===== src/hdl/rcr_defs.svh =====
// Offsets, field positions, reset values and timing counts of the radio control registers
`ifndef RCR_DEFS_SVH
`define RCR_DEFS_SVH

// ****************************************************************
// Register offsets
// ****************************************************************
`define RCR_ADDR_REVISION_INFO      6'h00
`define RCR_ADDR_RADIO_CONTROL      6'h03
`define RCR_ADDR_DATA_RATE          6'h04
`define RCR_ADDR_LOCK_COUNT         6'h38

// ****************************************************************
// Field positions
// ****************************************************************
`define RCR_BIT_RX_ENABLE           7
`define RCR_BIT_TX_ENABLE           6
`define RCR_BIT_CODE_HALF           5
`define RCR_BIT_LOCK_BYPASS         4
`define RCR_BIT_AMP_MANUAL          3
`define RCR_BIT_AMP_ON              2
`define RCR_BIT_CODE_WIDTH          2
`define RCR_CONTROL_WR_MASK         8'hFC

// ****************************************************************
// Reset values
// ****************************************************************
`define RCR_RADIO_CONTROL_RST       8'h00
`define RCR_DATA_RATE_RST           8'h00
`define RCR_LOCK_COUNT_RST          8'h64

// ****************************************************************
// Timing
// ****************************************************************
`define RCR_CLOCK_MHZ               250
`define RCR_LOCK_UNIT_US            2
`define RCR_LOCK_UNIT_CYCLES        (`RCR_LOCK_UNIT_US * `RCR_CLOCK_MHZ)

`endif


===== src/hdl/rcr_pkg.sv =====
// Types of the radio control registers
package rcr_pkg;
    typedef logic [7:0] rcr_byte_t;
    typedef enum logic [1:0] {
        RCR_SETTLE_IDLE,
        RCR_SETTLE_WAIT_LOCK,
        RCR_SETTLE_COUNT,
        RCR_SETTLE_DONE
    } rcr_settle_e;
endpackage : rcr_pkg


===== src/hdl/rcr_sync.sv =====
// Three flip-flop input synchroniser with agreement check
`timescale 1ns/100ps
`default_nettype none
module rcr_sync
(
    input  wire logic i_clock,
    input  wire logic i_sys_rst,
    input  wire logic i_async,
    output var  logic o_level
);
    logic [2:0] stage_q;
    logic [2:0] stage_d;
    logic       level_q;
    logic       level_d;

    always_comb
    begin
        stage_d = {stage_q[1:0], i_async};
        level_d = (stage_q[2] == stage_q[1]) ? stage_q[1] : level_q;
    end

    always_ff @(posedge i_clock or posedge i_sys_rst)
    begin
        if (i_sys_rst)
        begin
            stage_q <= 3'h0;
            level_q <= 1'b0;
        end
        else
        begin
            stage_q <= stage_d;
            level_q <= level_d;
        end
    end

    assign o_level = level_q;
endmodule : rcr_sync
`default_nettype wire


===== src/hdl/rcr_settle.sv =====
// Synthesizer settle sequencer: optional lock wait then lock count in 2 us units
`timescale 1ns/100ps
`default_nettype none
`include "rcr_defs.svh"
module rcr_settle
#(
    parameter int UNIT_CYCLES = `RCR_LOCK_UNIT_CYCLES
)
(
    input  wire logic       i_clock,
    input  wire logic       i_sys_rst,
    input  wire logic       i_start,
    input  wire logic       i_bypass,
    input  wire logic       i_lock,
    input  wire logic [7:0] i_lock_count,
    output var  logic       o_settled
);
    rcr_pkg::rcr_settle_e state_q;
    rcr_pkg::rcr_settle_e state_d;
    logic [9:0]           unit_q;
    logic [9:0]           unit_d;
    logic [7:0]           count_q;
    logic [7:0]           count_d;
    logic                 settled_q;
    logic                 settled_d;

    always_comb
    begin
        state_d   = state_q;
        unit_d    = unit_q;
        count_d   = count_q;
        settled_d = 1'b0;
        if (!i_start)
        begin
            state_d = rcr_pkg::RCR_SETTLE_IDLE;
        end
        else
        begin
            unique case (state_q)
                rcr_pkg::RCR_SETTLE_IDLE:
                begin
                    unit_d  = 10'h000;
                    count_d = i_lock_count;
                    state_d = i_bypass ? rcr_pkg::RCR_SETTLE_COUNT
                                       : rcr_pkg::RCR_SETTLE_WAIT_LOCK;
                end
                rcr_pkg::RCR_SETTLE_WAIT_LOCK:
                begin
                    if (i_lock)
                    begin
                        state_d = rcr_pkg::RCR_SETTLE_COUNT;
                    end
                end
                rcr_pkg::RCR_SETTLE_COUNT:
                begin
                    if (count_q == 8'h00)
                    begin
                        state_d = rcr_pkg::RCR_SETTLE_DONE;
                    end
                    else if (unit_q == 10'(UNIT_CYCLES - 1))
                    begin
                        unit_d  = 10'h000;
                        count_d = count_q - 8'h01;
                    end
                    else
                    begin
                        unit_d = unit_q + 10'h001;
                    end
                end
                rcr_pkg::RCR_SETTLE_DONE:
                begin
                    settled_d = 1'b1;
                end
            endcase
        end
    end

    always_ff @(posedge i_clock or posedge i_sys_rst)
    begin
        if (i_sys_rst)
        begin
            state_q   <= rcr_pkg::RCR_SETTLE_IDLE;
            unit_q    <= 10'h000;
            count_q   <= 8'h00;
            settled_q <= 1'b0;
        end
        else
        begin
            state_q   <= state_d;
            unit_q    <= unit_d;
            count_q   <= count_d;
            settled_q <= settled_d;
        end
    end

    assign o_settled = settled_q;

    a_settle_early: assert property (@(posedge i_clock) disable iff (i_sys_rst)
        (state_q == rcr_pkg::RCR_SETTLE_WAIT_LOCK && !i_lock) |=> !settled_q)
        else $error("settled before lock indication");
    a_bypass_path: assert property (@(posedge i_clock) disable iff (i_sys_rst)
        (state_q == rcr_pkg::RCR_SETTLE_IDLE && i_start && i_bypass)
        |=> state_q == rcr_pkg::RCR_SETTLE_COUNT)
        else $error("bypass did not skip lock wait");
endmodule : rcr_settle
`default_nettype wire


===== src/hdl/rcr_regs.sv =====
// Revision and radio control registers behind the serial register port
//
// Summary of operation
// Revision upper nibble is read-only die revision, incremented per silicon spin.
// Revision lower nibble is a fixed read-only part code.
// Control bit 7 enables receive.
// Control bit 6 enables transmit.
// Control bit 5 picks upper or lower 32 chips of 64-chip code.
// Code-half choice matters only in 32-chip code width.
// Bit 4 set: skip lock indication, wait only lock count of 2 us units.
// Bit 4 clear: wait lock indication, then the lock count.
// Host should program lock count 25 when using lock indication.
// Host should set the lock bypass bit for consistent settling.
// Bit 3 selects firmware or baseband control of the amplifier.
// Host should leave amplifier control with the baseband.
// Bit 2 drives the amplifier only under firmware control.
// Host writes zero to control bits 1 and 0.
// Data-rate bit 2 selects 32-chip codes when 1, 64 when 0.
// Control reads back last written bits 7 to 2, with bits 1 and 0 reading zero; zero after reset.
`timescale 1ns/100ps
`default_nettype none
`include "rcr_defs.svh"
module rcr_regs
#(
    parameter logic [3:0] DIE_REVISION = 4'h3,   // Arbitrary value
    parameter logic [3:0] PART_CODE    = 4'hA,   // Arbitrary value
    parameter int         UNIT_CYCLES  = `RCR_LOCK_UNIT_CYCLES
)
(
    input  wire logic       i_clock,
    input  wire logic       i_sys_rst,
    input  wire logic       i_wr_en,
    input  wire logic       i_rd_en,
    input  wire logic [5:0] i_addr,
    input  wire logic [7:0] i_wr_data,
    input  wire logic       i_syn_lock,
    input  wire logic       i_baseband_amp_req,
    output logic      [7:0] o_rd_data,
    output logic            o_rx_enable,
    output logic            o_tx_enable,
    output logic            o_code_upper_half,
    output logic            o_code_32_chip,
    output logic            o_amp_on,
    output logic            o_synth_settled
);
    // ****************************************************************
    // Register storage
    // ****************************************************************
    rcr_pkg::rcr_byte_t control_q;
    rcr_pkg::rcr_byte_t control_d;
    rcr_pkg::rcr_byte_t data_rate_q;
    rcr_pkg::rcr_byte_t data_rate_d;
    rcr_pkg::rcr_byte_t lock_count_q;
    rcr_pkg::rcr_byte_t lock_count_d;
    rcr_pkg::rcr_byte_t rd_data_q;
    rcr_pkg::rcr_byte_t rd_data_d;
    logic               rx_q;
    logic               rx_d;
    logic               tx_q;
    logic               tx_d;
    logic               half_q;
    logic               half_d;
    logic               w32_q;
    logic               w32_d;
    logic               amp_q;
    logic               amp_d;
    logic               lock_sync;
    logic               settled;

    rcr_sync u_lock_sync
    (
        .i_clock   (i_clock),
        .i_sys_rst (i_sys_rst),
        .i_async   (i_syn_lock),
        .o_level   (lock_sync)
    );

    rcr_settle #(.UNIT_CYCLES(UNIT_CYCLES)) u_settle
    (
        .i_clock      (i_clock),
        .i_sys_rst    (i_sys_rst),
        .i_start      (control_q[`RCR_BIT_RX_ENABLE] | control_q[`RCR_BIT_TX_ENABLE]),
        .i_bypass     (control_q[`RCR_BIT_LOCK_BYPASS]),
        .i_lock       (lock_sync),
        .i_lock_count (lock_count_q),
        .o_settled    (settled)
    );

    // ****************************************************************
    // Writes and read mux
    // ****************************************************************
    always_comb
    begin
        control_d    = control_q;
        data_rate_d  = data_rate_q;
        lock_count_d = lock_count_q;
        rd_data_d    = rd_data_q;
        if (i_wr_en)
        begin
            unique case (i_addr)
                `RCR_ADDR_RADIO_CONTROL: control_d = i_wr_data & `RCR_CONTROL_WR_MASK;
                `RCR_ADDR_DATA_RATE:     data_rate_d = i_wr_data;
                `RCR_ADDR_LOCK_COUNT:    lock_count_d = i_wr_data;
                default:                 control_d = control_q;
            endcase
        end
        if (i_rd_en)
        begin
            unique case (i_addr)
                `RCR_ADDR_REVISION_INFO: rd_data_d = {DIE_REVISION, PART_CODE};
                `RCR_ADDR_RADIO_CONTROL: rd_data_d = control_q;
                `RCR_ADDR_DATA_RATE:     rd_data_d = data_rate_q;
                `RCR_ADDR_LOCK_COUNT:    rd_data_d = lock_count_q;
                default:                 rd_data_d = 8'h00;
            endcase
        end
    end

    // ****************************************************************
    // Radio controls
    // ****************************************************************
    always_comb
    begin
        rx_d   = control_q[`RCR_BIT_RX_ENABLE];
        tx_d   = control_q[`RCR_BIT_TX_ENABLE];
        w32_d  = data_rate_q[`RCR_BIT_CODE_WIDTH];
        half_d = w32_d & control_q[`RCR_BIT_CODE_HALF];
        amp_d  = control_q[`RCR_BIT_AMP_MANUAL] ? control_q[`RCR_BIT_AMP_ON]
                                                : (i_baseband_amp_req & settled);
    end

    always_ff @(posedge i_clock or posedge i_sys_rst)
    begin
        if (i_sys_rst)
        begin
            control_q    <= `RCR_RADIO_CONTROL_RST;
            data_rate_q  <= `RCR_DATA_RATE_RST;
            lock_count_q <= `RCR_LOCK_COUNT_RST;
            rd_data_q    <= 8'h00;
            rx_q         <= 1'b0;
            tx_q         <= 1'b0;
            half_q       <= 1'b0;
            w32_q        <= 1'b0;
            amp_q        <= 1'b0;
        end
        else
        begin
            control_q    <= control_d;
            data_rate_q  <= data_rate_d;
            lock_count_q <= lock_count_d;
            rd_data_q    <= rd_data_d;
            rx_q         <= rx_d;
            tx_q         <= tx_d;
            half_q       <= half_d;
            w32_q        <= w32_d;
            amp_q        <= amp_d;
        end
    end

    logic settled_q;
    always_ff @(posedge i_clock or posedge i_sys_rst)
    begin
        if (i_sys_rst)
        begin
            settled_q <= 1'b0;
        end
        else
        begin
            settled_q <= settled;
        end
    end

    assign o_rd_data         = rd_data_q;
    assign o_rx_enable       = rx_q;
    assign o_tx_enable       = tx_q;
    assign o_code_upper_half = half_q;
    assign o_code_32_chip    = w32_q;
    assign o_amp_on          = amp_q;
    assign o_synth_settled   = settled_q;

    // ****************************************************************
    // Checks
    // ****************************************************************
    a_rev_read: assert property (@(posedge i_clock) disable iff (i_sys_rst)
        (i_rd_en && i_addr == `RCR_ADDR_REVISION_INFO)
        |=> o_rd_data == {DIE_REVISION, PART_CODE})
        else $error("revision read wrong");
    a_part_fixed: assert property (@(posedge i_clock) disable iff (i_sys_rst)
        (i_rd_en && i_addr == `RCR_ADDR_REVISION_INFO) |=> o_rd_data[3:0] == PART_CODE)
        else $error("part code changed");
    a_rx_follow: assert property (@(posedge i_clock) disable iff (i_sys_rst)
        (i_wr_en && i_addr == `RCR_ADDR_RADIO_CONTROL)
        |=> ##1 o_rx_enable == $past(i_wr_data[7], 2))
        else $error("receive enable wrong");
    a_tx_follow: assert property (@(posedge i_clock) disable iff (i_sys_rst)
        (i_wr_en && i_addr == `RCR_ADDR_RADIO_CONTROL)
        |=> ##1 o_tx_enable == $past(i_wr_data[6], 2))
        else $error("transmit enable wrong");
    a_half_gate: assert property (@(posedge i_clock) disable iff (i_sys_rst)
        !o_code_32_chip |-> !o_code_upper_half)
        else $error("code half used in 64-chip mode");
    a_half_sel: assert property (@(posedge i_clock) disable iff (i_sys_rst)
        (data_rate_q[2] && control_q[5]) |=> o_code_upper_half)
        else $error("code half not selected");
    a_amp_manual: assert property (@(posedge i_clock) disable iff (i_sys_rst)
        control_q[3] |=> o_amp_on == $past(control_q[2]))
        else $error("manual amplifier wrong");
    a_amp_auto: assert property (@(posedge i_clock) disable iff (i_sys_rst)
        (!control_q[3] && !i_baseband_amp_req) |=> !o_amp_on)
        else $error("auto amplifier wrong");
    a_ctrl_back: assert property (@(posedge i_clock) disable iff (i_sys_rst)
        (i_wr_en && i_addr == `RCR_ADDR_RADIO_CONTROL)
        |=> control_q == ($past(i_wr_data) & 8'hFC))
        else $error("control readback wrong");
    a_width_sel: assert property (@(posedge i_clock) disable iff (i_sys_rst)
        ##1 o_code_32_chip == $past(data_rate_q[2]))
        else $error("code width wrong");
endmodule : rcr_regs
`default_nettype wire


===== config.mk =====
export PLATFORM = sky130hd
export DESIGN_NAME = rcr_regs
export DESIGN_NICKNAME = d
export VERILOG_FILES = /design/src/hdl/rcr_pkg.sv /design/src/hdl/rcr_sync.sv /design/src/hdl/rcr_settle.sv /design/src/hdl/rcr_regs.sv
export VERILOG_INCLUDE_DIRS = /design/src /design/src/hdl
export SDC_FILE = /design/constraint.sdc
export NUM_CORES = 1
export LEC_CHECK = 0
export BUFFER_PORTS_ARGS = -buffer_cell sky130_fd_sc_hd__buf_4
export CORE_ASPECT_RATIO = 0.7
export CORE_MARGIN = 2
export CORE_UTILIZATION = 30
export DETAILED_ROUTE_END_ITERATION = 10
export SYNTH_ARGS = -nofsm -noshare
export SYNTH_HDL_FRONTEND = slang
export SYNTH_SLANG_ARGS = --single-unit

===== constraint.sdc =====
create_clock -name i_clock -period 5.9 [get_ports i_clock]
set_input_delay 1.18 -clock i_clock [delete_from_list [all_inputs] [get_ports i_clock]]
set_output_delay 1.18 -clock i_clock [all_outputs]
set_load 0.02 [all_outputs]

==> flow_summary.html <==
<table>
<tr><th>Metric</th><th>Value</th></tr>
<tr><th colspan="2">Pwr</th></tr>
<tr><td>Combinational fraction of design power</td><td>0.280</td></tr>
<tr><td>Peak ir drop on the vdd network</td><td>0.192 mV</td></tr>
<tr><td>Switching fraction of total power</td><td>0.340</td></tr>
<tr><td>Power spent charging and discharging nets</td><td>477 uW</td></tr>
<tr><td>Clk network pwr share</td><td>0.330</td></tr>
<tr><td>Internal power consumption</td><td>927 uW</td></tr>
<tr><td>Areal power density over the cells</td><td>388 mW/mm2</td></tr>
<tr><td>Leakage</td><td>0.00156 uW</td></tr>
<tr><td>Power share of the sequential group</td><td>0.390</td></tr>
<tr><th colspan="2">Route</th></tr>
<tr><td>First drt pass iteration count</td><td>5</td></tr>
<tr><td>Residual antenna-violating net count after detailed routing</td><td>0</td></tr>
<tr><td>Via-per-instance ratio</td><td>5.23</td></tr>
<tr><td>Overall via count from detail_route</td><td>2290</td></tr>
<tr><td>Average wire per standard cell</td><td>15.1 um</td></tr>
<tr><td>Initial detailed-routing violation count</td><td>198</td></tr>
<tr><td>Wire length after detailed routing</td><td>6630 um</td></tr>
<tr><td>Number of remaining DRC errors</td><td>0</td></tr>
<tr><th colspan="2">STA</th></tr>
<tr><td>Transition time at the pin with the least slew margin</td><td>803 ps</td></tr>
<tr><td>Setup slack of the critical path after layout</td><td>3120 ps</td></tr>
<tr><td>Shortest period the worst path allows</td><td>2780 ps</td></tr>
<tr><td>Final period utilization</td><td>0.472</td></tr>
<tr><td>Worst-case clock skew</td><td>7.86 ps</td></tr>
<tr><td>RSZ-0062 raised after global routing</td><td>no</td></tr>
<tr><td>Setup TNS</td><td>0 ps</td></tr>
<tr><td>Final setup violation count</td><td>0</td></tr>
<tr><td>Hold violation total from the final report</td><td>0</td></tr>
<tr><td>Max Freq</td><td>359 MHz</td></tr>
<tr><td>Worst slew margin relative to its limit</td><td>0.459</td></tr>
<tr><td>Final Max Tran Viols</td><td>0</td></tr>
<tr><th colspan="2">Floorplanning</th></tr>
<tr><td>Vertical extent of the die</td><td>87.1 um</td></tr>
<tr><td>Initial Utilization</td><td>0.307</td></tr>
<tr><td>Die W</td><td>123 um</td></tr>
<tr><td>Floorplan die area</td><td>0.0107 mm2</td></tr>
<tr><td>Core area</td><td>0.00965 mm2</td></tr>
<tr><td>Row count</td><td>30</td></tr>
<tr><td>Ports placed on the boundary</td><td>34</td></tr>
<tr><th colspan="2">Logic synthesis</th></tr>
<tr><td>Total of warnings raised by yosys</td><td>0</td></tr>
<tr><td>Number of flip-flops and latches in the synthesized netlist</td><td>61</td></tr>
<tr><td>Post-synth EDFFs</td><td>0</td></tr>
<tr><td>Number of nets in the synthesized netlist</td><td>293</td></tr>
<tr><td>Syn Area/Cell</td><td>11.1 um2</td></tr>
<tr><td>Number of distinct library cells after synthesis</td><td>52</td></tr>
<tr><td>Seq/Total Area, Yosys</td><td>0.517</td></tr>
<tr><td>Synthesized-area fraction occupied by adder cells</td><td>0.0330</td></tr>
<tr><td>Mux cell area share after synthesis</td><td>0.0871</td></tr>
<tr><td>Synthesized area</td><td>0.00296 mm2</td></tr>
<tr><td>Flip-flop cell with the highest count after synthesis</td><td>sky130_fd_sc_hd__dfrtp_1</td></tr>
<tr><td>Simple-Gate Fraction of Synth Area</td><td>0.164</td></tr>
<tr><td>Share of synthesized flip-flops with an asynchronous set or reset</td><td>1.00</td></tr>
<tr><td>Xor/xnor cell area share of the yosys netlist</td><td>0.0118</td></tr>
<tr><td>Area fraction in compound gates after synthesis</td><td>0.148</td></tr>
<tr><td>Number of instances in the synthesized netlist</td><td>266</td></tr>
<tr><td>Largest family of logic cells by synthesized area</td><td>simple AND/OR/NAND/NOR gates</td></tr>
<tr><th colspan="2">Place</th></tr>
<tr><td>Post-Place Setup Slack</td><td>2890 ps</td></tr>
<tr><td>Count of port buffers added during placement</td><td>33</td></tr>
<tr><td>Final HPWL DP</td><td>4680 um</td></tr>
<tr><td>GP Congestion</td><td>0.801</td></tr>
<tr><th colspan="2">Cells and area</th></tr>
<tr><td>Final core utilization</td><td>0.375</td></tr>
<tr><td>Most frequent standard cell in the layout excluding fill and tap cells</td><td>sky130_fd_sc_hd__dfrtp_1</td></tr>
<tr><td>Layout cells sized above 1</td><td>0.265</td></tr>
<tr><td>Fill cells</td><td>942</td></tr>
<tr><td>Layout overhead on the synthesized area</td><td>22.4%</td></tr>
<tr><td>Number of antenna cells inserted</td><td>0</td></tr>
<tr><td>Area used by multi-input combinational logic</td><td>0.00131 mm2</td></tr>
<tr><td>Commonest non-fill, non-tap cells in the layout</td><td>sky130_fd_sc_hd__dfrtp_1, sky130_fd_sc_hd__buf_4, sky130_fd_sc_hd__inv_1</td></tr>
<tr><td>Final Net Count</td><td>333</td></tr>
<tr><td>Register area</td><td>0.00153 mm2</td></tr>
<tr><th colspan="2">Global route</th></tr>
<tr><td>Vias in the first global route</td><td>2061</td></tr>
<tr><td>GRT Overall Usage</td><td>0.134</td></tr>
<tr><td>Number of antenna violations at the first check in global routing</td><td>0</td></tr>
<tr><td>Global-route wire length before repair</td><td>10800 um</td></tr>
<tr><td>Congestion Overflow GR</td><td>0</td></tr>
<tr><td>Largest net degree at the start of global routing</td><td>62</td></tr>
<tr><th colspan="2">Setup path</th></tr>
<tr><td>Worst reg2reg path startpoint</td><td>u_settle.state_q[0]</td></tr>
<tr><td>Arrival time at the worst endpoint</td><td>2990 ps</td></tr>
<tr><td>Kind of start point of the critical path</td><td>flip-flop</td></tr>
<tr><td>CP Max Fanout</td><td>21</td></tr>
<tr><td>Data required time at the worst endpoint</td><td>6100 ps</td></tr>
<tr><td>Endpoint type of the worst setup path</td><td>flip-flop</td></tr>
<tr><td>Critical path start-end classification</td><td>flip-flop to flip-flop</td></tr>
<tr><td>Startpoint of the most critical setup path</td><td>u_settle.state_q[0]</td></tr>
<tr><th colspan="2">CTS</th></tr>
<tr><td>TritonCTS buffer count</td><td>9</td></tr>
<tr><td>Number of cells upsized or downsized after cts</td><td>0</td></tr>
<tr><td>Insertion delay of the later-clocked pin in the worst-skew pair</td><td>330 ps</td></tr>
<tr><td>Clock H-tree levels</td><td>3</td></tr>
<tr><td>Sink Count</td><td>61</td></tr>
<tr><td>Hold bufs inserted after CTS</td><td>0</td></tr>
<tr><td>Worst-path clk slew</td><td>50 ps</td></tr>
<tr><td>Root buf cell</td><td>sky130_fd_sc_hd__clkbuf_16</td></tr>
<tr><td>Post-CTS Setup Bufs</td><td>0</td></tr>
<tr><td>Clock tree from TritonCTS</td><td>built</td></tr>
<tr><td>Maximum number of buffers from clock root to sink</td><td>2</td></tr>
<tr><th colspan="2">Flow run</th></tr>
<tr><td>Max-cap violations</td><td>0</td></tr>
<tr><th colspan="2">Worst hold path</th></tr>
<tr><td>Origin of the worst min-delay path</td><td>u_lock_sync.stage_q[0]</td></tr>
<tr><td>Tightest Hold Check Type</td><td>flip-flop to flip-flop</td></tr>
<tr><th colspan="2">Status</th></tr>
<tr><td>Run status</td><td>complete, no violations</td></tr>
</table>
==> metrics by stage <==
stage	instance area (um2)	total power, uW	instances	hold slack, ps
finish	3620	1400	438	346
global route	3620	1490	438	363
CTS	3620	1410	438	351
detailed placement	3360	941	423	340
global placement	3360	932	423	339
floorplan	2960	827	266	331
==> power groups by stage <==
| stage | combinational (uW) | clock [uW] | sequential, uW |
|---|---|---|---|
| 6_report | 394 | 463 | 547 |
| 5_1_grt | 440 | 495 | 555 |
| 4_1_cts | 391 | 475 | 547 |
| 3_5_place_dp | 390 | 0 | 551 |
| 3_3_place_gp | 381 | 0 | 551 |
| 2_1_floorplan | 287 | 0 | 539 |
==> flip-flops by register name, summed over array words and instances (netlist names) <==
signal and flops:
u_settle.unit_q 10, lock_count_q 8, o_code_32_chip 1, o_amp_on 1, u_settle.state_q 2, o_synth_settled 1, u_lock_sync.o_level 1, o_tx_enable 1
u_settle.count_q 8, u_settle.o_settled 1, o_rd_data 8, o_code_upper_half 1, data_rate_q 8, control_q 6, o_rx_enable 1, u_lock_sync.stage_q 3
==> area by class of cell <==
cell class              count  share of cell area
flip-flops and latches     61               0.422
multi-input cells         174               0.362
clock buffers              13              0.0691
repair buffers             36              0.0746
clock inverters             2             0.00276
inverters                  24              0.0249
well taps                 128              0.0442
==> critical path: stages, from the launching register on <==
cell,delay [ps]
sky130_fd_sc_hd__dfrtp_1,390
sky130_fd_sc_hd__inv_1,120
sky130_fd_sc_hd__ha_1,630
sky130_fd_sc_hd__o22ai_1,140
sky130_fd_sc_hd__buf_4,230
sky130_fd_sc_hd__or3_1,390
sky130_fd_sc_hd__or4_1,480
sky130_fd_sc_hd__a32o_1,270
==> per-layer routing <==
layer  global-route usage  wire length [um]  part of all wire
met1                0.206              3420              0.52
met3               0.0445               358             0.054
met5                    0                 0                 0
met2                0.171              2810              0.42
met4               0.0481                44            0.0066
==> kinds of logic (layout without fill, tap and decap cells) <==
| family | count (synthesis) | in the layout |
|---|---|---|
| AOI/OAI and AO/OA | 59 | 59 |
| xor gates and xnor gates | 4 | 4 |
| adders and majority gates | 8 | 8 |
| buffers and inverters | 31 | 75 |
| DFF | 61 | 61 |
| muxes | 23 | 23 |
| and+or+nand+nor | 80 | 80 |
==> final timing paths <==
| path | endpoint | slack (ps) | cells after the start |
|---|---|---|---|
| min | u_lock_sync.stage_q[1] | 350 | 0 |
| min reg2reg | u_lock_sync.stage_q[1] | 350 | 0 |
| min in group asynchronous | u_settle.unit_q[9] | 1090 | 3 |
| max in group asynchronous | o_amp_on | 4300 | 3 |
| max reg2reg | u_settle.count_q[5] | 3120 | 7 |
| max | u_settle.count_q[5] | 3120 | 7 |
==> cells in the mapped netlist (all sizes together) (2+ instances only) <==
library cell,n,share of area
a222oi,3,0.010
nor3,8,0.017
inv,24,0.030
nand3,9,0.015
a221oi,2,0.0059
nor4,3,0.011
mux2,22,0.084
or3,4,0.0085
a21oi,9,0.015
nand3b,3,0.0076
o31ai,6,0.017
nor4b,3,0.014
o22ai,9,0.019
nor2,16,0.021
nor2b,2,0.0042
nand4,4,0.0085
a21o,4,0.010
buf,3,0.0046
nand2,14,0.020
dfrtp,58,0.49
clkbuf,4,0.0051
a2111oi,4,0.012
ha,7,0.030
o21ai,7,0.012
a211oi,4,0.010
a32o,2,0.0068
or4,8,0.020
dfstp,3,0.027
nand2b,2,0.0042
xnor2,4,0.012
No activity file was read; power rests on OpenSTA's default activity.
